<file path="src/fimr_pkg.sv">
package fimr_pkg;

  // ==========================================================
  // control register numbers on the core's register port
  // ==========================================================
  localparam logic [4:0] REG_FAULT_ADDR   = 5'h07;
  localparam logic [4:0] REG_SETUP        = 5'h0d;
  localparam logic [4:0] REG_REGION_SEL   = 5'h0e;
  localparam logic [4:0] REG_REGION_ATTR  = 5'h0f;

  // ==========================================================
  // field positions and widths
  // ==========================================================
  localparam int unsigned PROT_ON_POS     = 0;
  localparam int unsigned REGION_D_POS    = 0;
  localparam int unsigned INDEX_LSB       = 1;
  localparam int unsigned INDEX_W         = 5;
  localparam int unsigned BASE_LSB        = 6;
  localparam int unsigned BASE_W          = 25;
  localparam int unsigned ATTR_WR_POS     = 0;
  localparam int unsigned ATTR_RD_POS     = 1;
  localparam int unsigned CACHE_BYPASS_POS = 31;
  localparam int unsigned MIN_REGION_LOG2 = 6;

  // ==========================================================
  // reset values
  // ==========================================================
  localparam logic [31:0] FAULT_ADDR_RST  = 32'h0000_0000;
  localparam logic [31:0] SETUP_RST       = 32'h0000_0000;
  localparam logic [31:0] REGION_SEL_RST  = 32'h0000_0000;

  // ==========================================================
  // exception cause codes presented by the core
  // ==========================================================
  typedef enum logic [3:0] {
    CAUSE_OTHER        = 4'h0,
    CAUSE_SUPV_INSTR   = 4'h1,
    CAUSE_SUPV_DATA    = 4'h2,
    CAUSE_MISALIGN_DATA = 4'h3,
    CAUSE_MISALIGN_DEST = 4'h4,
    CAUSE_FAST_MISS_D  = 4'h5,
    CAUSE_DBL_MISS_D   = 4'h6,
    CAUSE_PERM_RD      = 4'h7,
    CAUSE_PERM_WR      = 4'h8,
    CAUSE_PERM_X       = 4'h9,
    CAUSE_FAST_MISS_I  = 4'ha,
    CAUSE_BREAK        = 4'hb
  } fimr_cause_t;

  typedef struct packed {
    logic        take;
    fimr_cause_t cause;
    logic        has_addr;
    logic        is_data;
    logic [31:0] addr;
  } fimr_exc_t;

  typedef struct packed {
    logic        bad_vaddr;
    logic        perm_viol;
    logic        data_access;
  } fimr_flags_t;

  typedef struct packed {
    logic        rd;
    logic        wr;
    logic        is_data;
    logic [4:0]  index;
    logic [24:0] base;
  } fimr_region_op_t;

endpackage

</file>
<file path="src/fimr_fault_region.sv">
`timescale 1ns/1ns
module fimr_fault_region #(
  parameter bit          HAS_MMU        = 1'b0,
  parameter bit          HAS_MPU        = 1'b1,
  parameter bit          EXTRA_INFO_OPT = 1'b1,
  parameter int unsigned ADDR_W         = 32,
  parameter int unsigned MIN_REGION_SZ  = 64,
  parameter int unsigned NUM_REGIONS    = 32
) (
  // clock and reset
  input  wire logic                      CLK_SYS,
  input  wire logic                      RST_N,
  input  wire logic                      CLK_EN,
  // exception report from the core
  input  wire fimr_pkg::fimr_exc_t       EXC,
  // control register port
  input  wire logic                      REG_WR,
  input  wire logic                      REG_RD,
  input  wire logic [4:0]                REG_NUM,
  input  wire logic [31:0]               REG_WDATA,
  output logic      [31:0]               REG_RDATA,
  // status and region operation toward the protection unit
  output fimr_pkg::fimr_flags_t          FLAGS,
  output logic                           PROT_ON,
  output fimr_pkg::fimr_region_op_t      REGION_OP
);

  // ==========================================================
  // build-time masks
  // ==========================================================
  localparam bit EXTRA_INFO = HAS_MMU || HAS_MPU || EXTRA_INFO_OPT;
  localparam int unsigned FA_W = (HAS_MMU || HAS_MPU) ? 32 : ADDR_W;
  localparam logic [31:0] FA_MASK = (FA_W >= 32) ? 32'hffff_ffff
                                  : ((32'h0000_0001 << FA_W) - 32'h0000_0001);
  // base bits below the minimum region or above the address space stay zero
  localparam int unsigned LOW_ZERO = $clog2(MIN_REGION_SZ) - fimr_pkg::MIN_REGION_LOG2;
  localparam int unsigned HI_KEEP  = (ADDR_W < 31) ? ADDR_W - fimr_pkg::BASE_LSB
                                                   : fimr_pkg::BASE_W;
  localparam logic [24:0] BASE_MASK =
    ((25'h1ffffff >> (fimr_pkg::BASE_W - HI_KEEP)) >> LOW_ZERO) << LOW_ZERO;
  localparam logic [4:0] INDEX_MASK =
    5'(((32'h0000_0001 << $clog2(NUM_REGIONS)) - 32'h0000_0001));

  // ==========================================================
  // state
  // ==========================================================
  // exception side
  fimr_pkg::fimr_flags_t     flags_q, flags_d;
  logic [31:0]               fault_q, fault_d;

  // software-written setup and region select
  logic                      prot_q, prot_d;
  logic [24:0]               base_q, base_d;
  logic [4:0]                index_q, index_d;
  logic                      rtype_q, rtype_d;

  // answers toward the protection unit and the core
  fimr_pkg::fimr_region_op_t op_q, op_d;
  logic [31:0]               rdata_q, rdata_d;

  // ==========================================================
  // exception capture
  // ==========================================================
  logic        is_bad;
  logic        is_perm;
  logic        is_data;
  logic        fault_load;
  logic [31:0] cap_addr;

  // bad address causes
  always_comb begin
    unique case (EXC.cause)
      fimr_pkg::CAUSE_SUPV_INSTR,
      fimr_pkg::CAUSE_SUPV_DATA,
      fimr_pkg::CAUSE_MISALIGN_DATA,
      fimr_pkg::CAUSE_MISALIGN_DEST: is_bad = 1'b1;
      default:                       is_bad = 1'b0;
    endcase
  end

  // permission causes, execute included
  always_comb begin
    unique case (EXC.cause)
      fimr_pkg::CAUSE_PERM_RD,
      fimr_pkg::CAUSE_PERM_WR,
      fimr_pkg::CAUSE_PERM_X:        is_perm = 1'b1;
      default:                       is_perm = 1'b0;
    endcase
  end

  // data-side causes; execute and instruction misses stay out
  always_comb begin
    unique case (EXC.cause)
      fimr_pkg::CAUSE_FAST_MISS_D,
      fimr_pkg::CAUSE_DBL_MISS_D,
      fimr_pkg::CAUSE_PERM_RD,
      fimr_pkg::CAUSE_PERM_WR,
      fimr_pkg::CAUSE_MISALIGN_DATA,
      fimr_pkg::CAUSE_SUPV_DATA:     is_data = 1'b1;
      default:                       is_data = 1'b0;
    endcase
  end

  // ==========================================================
  // captured address, one bit at a time
  // ==========================================================
  for (genvar b = 0; b < 32; b++) begin : g_cap
    if (b == fimr_pkg::CACHE_BYPASS_POS && !HAS_MMU) begin : g_bypass
      // cache-bypass bit, never part of a data fault address here
      assign cap_addr[b] = FA_MASK[b] & EXC.addr[b] & !EXC.is_data;
    end else begin : g_plain
      assign cap_addr[b] = FA_MASK[b] & EXC.addr[b];
    end
  end

  // ==========================================================
  // cause flags
  // ==========================================================
  always_comb begin
    flags_d = flags_q;
    if (EXC.take) begin
      // all three together, except the origin bit on a break, so software never sees a mixed set
      flags_d.bad_vaddr = is_bad;
      flags_d.perm_viol = is_perm;
      // a break leaves the origin bit as it was
      if (EXC.cause != fimr_pkg::CAUSE_BREAK) begin
        flags_d.data_access = is_data;
      end
    end
  end

  // ==========================================================
  // fault address
  // ==========================================================
  // causes without an address leave the previous one for software
  assign fault_load = EXC.take && EXTRA_INFO && EXC.has_addr;

  always_comb begin
    fault_d = fault_q;
    if (fault_load) begin
      fault_d = cap_addr;
    end
  end

  // ==========================================================
  // runtime setup
  // ==========================================================
  always_comb begin
    prot_d = prot_q;
    if (REG_WR && REG_NUM == fimr_pkg::REG_SETUP) begin
      // tied low when no protection unit is built
      prot_d = HAS_MPU & REG_WDATA[fimr_pkg::PROT_ON_POS];
    end
  end

  // ==========================================================
  // region select
  // ==========================================================
  always_comb begin
    base_d  = base_q;
    index_d = index_q;
    rtype_d = rtype_q;
    if (HAS_MPU && REG_WR && REG_NUM == fimr_pkg::REG_REGION_SEL) begin
      // masked bits are dropped on the way in, so reads give zero
      base_d  = REG_WDATA[fimr_pkg::BASE_LSB +: fimr_pkg::BASE_W] & BASE_MASK;
      index_d = REG_WDATA[fimr_pkg::INDEX_LSB +: fimr_pkg::INDEX_W] & INDEX_MASK;
      rtype_d = REG_WDATA[fimr_pkg::REGION_D_POS];
    end
  end

  // ==========================================================
  // region operation pulse
  // ==========================================================
  always_comb begin
    // one-cycle request; the attribute word itself lives elsewhere
    op_d = '0;
    if (HAS_MPU && REG_WR && REG_NUM == fimr_pkg::REG_REGION_ATTR) begin
      op_d.rd      = REG_WDATA[fimr_pkg::ATTR_RD_POS];
      op_d.wr      = REG_WDATA[fimr_pkg::ATTR_WR_POS];
      op_d.is_data = rtype_q;
      op_d.index   = index_q;
      op_d.base    = base_q;
    end
  end

  // ==========================================================
  // read data
  // ==========================================================
  always_comb begin
    // answers for one cycle only, zero otherwise
    rdata_d = '0;
    if (REG_RD) begin
      unique case (REG_NUM)
        fimr_pkg::REG_FAULT_ADDR: rdata_d = fault_q;
        fimr_pkg::REG_SETUP: begin
          rdata_d[fimr_pkg::PROT_ON_POS] = prot_q;
        end
        fimr_pkg::REG_REGION_SEL: begin
          rdata_d[fimr_pkg::BASE_LSB +: fimr_pkg::BASE_W]   = base_q;
          rdata_d[fimr_pkg::INDEX_LSB +: fimr_pkg::INDEX_W] = index_q;
          rdata_d[fimr_pkg::REGION_D_POS]                   = rtype_q;
        end
        default: rdata_d = '0;
      endcase
    end
  end

  // ==========================================================
  // cause flag register
  // ==========================================================
  // clock enable low freezes every register, pulses included
  always_ff @(posedge CLK_SYS or negedge RST_N) begin
    if (!RST_N) begin
      flags_q <= '0;
    end else if (CLK_EN) begin
      flags_q <= flags_d;
    end
  end

  // ==========================================================
  // fault address register
  // ==========================================================
  always_ff @(posedge CLK_SYS or negedge RST_N) begin
    if (!RST_N) begin
      fault_q <= fimr_pkg::FAULT_ADDR_RST;
    end else if (CLK_EN) begin
      fault_q <= fault_d;
    end
  end

  // ==========================================================
  // setup register
  // ==========================================================
  always_ff @(posedge CLK_SYS or negedge RST_N) begin
    if (!RST_N) begin
      prot_q <= fimr_pkg::SETUP_RST[fimr_pkg::PROT_ON_POS];
    end else if (CLK_EN) begin
      prot_q <= prot_d;
    end
  end

  // ==========================================================
  // region select registers
  // ==========================================================
  always_ff @(posedge CLK_SYS or negedge RST_N) begin
    if (!RST_N) begin
      base_q  <= fimr_pkg::REGION_SEL_RST[fimr_pkg::BASE_LSB +: fimr_pkg::BASE_W];
      index_q <= fimr_pkg::REGION_SEL_RST[fimr_pkg::INDEX_LSB +: fimr_pkg::INDEX_W];
      rtype_q <= fimr_pkg::REGION_SEL_RST[fimr_pkg::REGION_D_POS];
    end else if (CLK_EN) begin
      base_q  <= base_d;
      index_q <= index_d;
      rtype_q <= rtype_d;
    end
  end

  // ==========================================================
  // region operation register
  // ==========================================================
  always_ff @(posedge CLK_SYS or negedge RST_N) begin
    if (!RST_N) begin
      op_q <= '0;
    end else if (CLK_EN) begin
      op_q <= op_d;
    end
  end

  // ==========================================================
  // read data register
  // ==========================================================
  always_ff @(posedge CLK_SYS or negedge RST_N) begin
    if (!RST_N) begin
      rdata_q <= '0;
    end else if (CLK_EN) begin
      rdata_q <= rdata_d;
    end
  end

  // ==========================================================
  // outputs
  // ==========================================================
  assign REG_RDATA = rdata_q;
  assign FLAGS     = flags_q;
  assign PROT_ON   = prot_q;
  assign REGION_OP = op_q;

endmodule // fimr_fault_region

</file>
<file path="config.mk">
export PLATFORM = sky130hd
export DESIGN_NAME = fimr_fault_region
export DESIGN_NICKNAME = d
export VERILOG_FILES = /design/src/fimr_pkg.sv /design/src/fimr_fault_region.sv
export SDC_FILE = /design/constraint.sdc
export NUM_CORES = 1
export LEC_CHECK = 0
export ABC_AREA = 1
export BUFFER_PORTS_ARGS = -buffer_cell sky130_fd_sc_hd__clkbuf_2
export CORE_MARGIN = 5
export CORE_UTILIZATION = 30
export CTS_CLUSTER_DIAMETER = 200
export DETAILED_ROUTE_END_ITERATION = 16
export SLEW_MARGIN = 10
export SYNTH_ARGS = -nofsm -noshare
export SYNTH_HDL_FRONTEND = slang
export SYNTH_SLANG_ARGS = --single-unit
</file>
<file path="constraint.sdc">
create_clock -name CLK_SYS -period 1 [get_ports CLK_SYS]
set_input_delay 0.1 -clock CLK_SYS [delete_from_list [all_inputs] [get_ports CLK_SYS]]
set_output_delay 0.1 -clock CLK_SYS [all_outputs]
set_load 0.03 [all_outputs]
</file>
==> impl_results.md <==
* Ports at 150
* Nets at slightly below 1000
* Worst-Margin Slew at about 0.27 ns
* Switching Share at 25.2%
* Sequential share of the synthesized area at between 50% and 60%
* Seq pwr share at a little over two fifths
* Maximum root-to-sink buffer count at 2
* Cell Count, Final, Fillers Out at between 1000 and 1500
* TritonCTS Buffers at 17
* Reg area at about 0.0033 mm2
* Reg2Reg Capture Point: REGION_OP[5]
* Multi-input gate area at about 0.0019 mm2
* Final setup margin at -0.0985 ns
* Drt pass-1 iters at 4
* Int Pwr at ~11000 uW
* Gate Count Post-Synth at 639
* Hold Crit Depth at 3
* Final setup violation count at 69
* Pins Over Slew Limit at 0
* Worst EP required at about 0.90 ns
* Drc violations at 0
* P_leak at 0.00461 uW
* Headroom to the max-slew limit at between 80% and 90%
* Final Hold Vio Count at 0
* DR top layer: met4
* Clock Sink Count at 132
* Worst vdd ir at around 0.0011 V
* Pwr Density at around 1600 mW/mm2
* RSZ-0062 raised after global routing: true
* Mapped Area at 0.00554 mm2
* Layout Skew at just over 0.007 ns
* Clock transition at the registers of the reported paths at around 0.06 ns
* R2R setup slack at roughly 0.090 ns
* Warnings, synthesis at 0
* Critical R2R Launch: REGION_OP[5]
* Netlist cell types at 20
* Syn Nets at 720
* Die area at ~0.021 mm2
* Switch Pwr at 3550 uW
* Delay-heaviest family, CP: flip-flops
* Core area at 0.0181 mm2
* Post-layout util at 50.2%
* Tmin final at roughly 1.1 ns
* First-pass GRT wire length at 29.4 mm
* CP Data Arrival Time at 1.00 ns
* Vias per cell at ~4.5
* WL met2 at about 8.3 mm
* CP max-delay cell: dfrtp_1
* Status: finished, violations left
* Synthesized area per cell at a little under 9 um2
* Total Wirelength at 17.9 mm
* Hold_ws at around 0.029 ns
* Initial Util at between 30% and 40%
* Die H at between 100 and 150 um
* Crit path largest cell delay at 0.42 ns
* Antenna Nets Post-Route at 0
* Peak Freq at between 900 and 1000 MHz
* Area Growth Syn to Fin at 63.8%
* Worst Setup Start Kind: flop
* # diodes at 0
* Combinational share of power at around an eighth
* Share of cells above drive strength 1 at 28.0%
* Horiz. Die Dim at about 150 um
* Row count at between 40 and 50
* Wire length on met3 at 1.07 mm
* Max-cap violations at 0
* Worst slack, placed at -0.121 ns
* WL/cell at between 15 and 20 um
* Worst setup path class: reg -> out
* Most frequent cells in the layout: nand2_1, dfrtp_1, clkbuf_2
* Fillers at roughly 1600
* Placed insts at slightly above 1000
* Starting DRT DRC Count at roughly 260
* Commonest non-fill, non-tap cell in the layout: nand2_1
* Min-Delay Endpoint: REGION_OP[32]
* HPWL after DPL at 11.8 mm
* Clock power share at 43.6%
* Wire length on met1 at 8.25 mm
* Largest net degree at the start of global routing at between 40 and 50
* Final period utilization at 110%
* Clock Latency Late Sink at ~0.42 ns
* Initial antenna violation count at 0
* Vias at between 5000 and 6000
* CTS tree: done
* Violated checks: setup timing
* PortBufs at between 100 and 150
* GRT Residual Overflow at 0
* #FFs+latches synth at approximately 130
* Hold Crit Class: in -> reg
* Vias in the first global route at 5381
* Worst r2r path cells at 4
* CP Capture Type: primary output
* Hold path startpoint: CLK_EN
* Root buf cell: clkbuf_16
* CP Max Fanout at 2
* H-tree levels at 4
* CP Buf/Inv Count at 1
* Total Routing Usage GR at 17.4%
* Crit-path cells: buf_8
* Final GP Congestion at 0.756
* Pwr Total at 14100 uW
cell families after synthesis:
logic type	count (synthesis)	synth area share (%)
AND/OR/NAND/NOR	330	24.0
AO/OA/AOI/OAI	98	10.2
flip-flops	132	59.6
buffers and inverters	79	6.17
power groups by stage:
stage                     clock [uW]  combinational [uW]  sequential [uW]
after floorplan                    0                 666             6220
after CTS                       6310                1840             6070
final                           6130                1850             6090
after detailed placement           0                1510             6160
after global routing            6550                2080             6140
after global placement             0                1480             6150
layout make-up:
| cell class | count | area share (%) |
|---|---|---|
| Multi-Input combinational cell | 428 | 21.1 |
| Inverter | 41 | 1.71 |
| Timing Repair Buffer | 288 | 31.3 |
| Sequential cell | 132 | 36.4 |
| Clock buffer | 22 | 5.23 |
| Tap cell | 229 | 3.16 |
| Clock inverter | 10 | 1.16 |
worst max path at each step:
stage                  startpoint       endpoint  slack [ns]  cells past startpoint
global placement       REG_NUM[2]  REG_RDATA[21]       -0.10                      8
global route        REGION_OP[25]  REGION_OP[25]       -0.14                      1
CTS                 REGION_OP[25]  REGION_OP[25]       -0.13                      1
finish              REGION_OP[25]  REGION_OP[25]        -0.1                      1
detailed placement     REG_NUM[1]  REG_RDATA[21]       -0.12                      8
floorplan                  CLK_EN    fault_q[10]        0.03                      7
metrics by stage:
step / setup TNS, ns / area [um2]
2_1_floorplan: 0 / 5540
3_3_place_gp: -4.63 / 6830
3_5_place_dp: -7.99 / 6830
4_1_cts: -6.38 / 8870
5_1_grt: -7.11 / 9070
6_report: -4.48 / 9070
worst register-to-register path: stages, from the launching register on:
cell and delay, ns:
dfrtp_1 0.40, buf_4 0.14, buf_4 0.12, nand2_1 0.06, o31ai_1 0.07
registers in the layout, indices dropped and copies added, names as in the netlist:
name / cells
REG_RDATA: 32
base_q: 25
fault_q: 32
rtype_q: 1
REGION_OP: 33
index_q: 5
PROT_ON: 1
FLAGS: 3
cells in the mapped netlist:
library cell  count  area share, %
nor2_2            3           0.34
a31oi_1           1           0.11
nand2_2           2           0.23
dfrtp_1         132             60
inv_1            40            2.7
nor2_4            2           0.41
nand2_1         272             18
nor3_1            1          0.090
buf_4             3           0.41
inv_2             1          0.068
nand3b_1          1           0.14
nor2_1            7           0.47
o21ai_0          54            4.9
buf_2            27            2.4
buf_1             4           0.27
o21ai_1          13            1.2
o31ai_1          30            4.1
nand4_1           3           0.34
clkbuf_1          4           0.27
nand3_1          39            3.5
what timing repair did:
action / 4_1_cts / 5_1_grt
setup endpoints to repair: 69 / 69
hold endpoints to repair: 200 / 0
hold buffers: 69 / 0
setup buffers: 22 / 15
gates resized for setup: 138 / 69
metal layers:
layer  vias to the layer above  track usage [%]
met1                      2456             23.9
met5                         -                0
met2                       165             26.9
met4                         0             5.41
met3                        19             4.76
li1                       2581                -
Note: power is estimated with default switching activity, not from simulation.
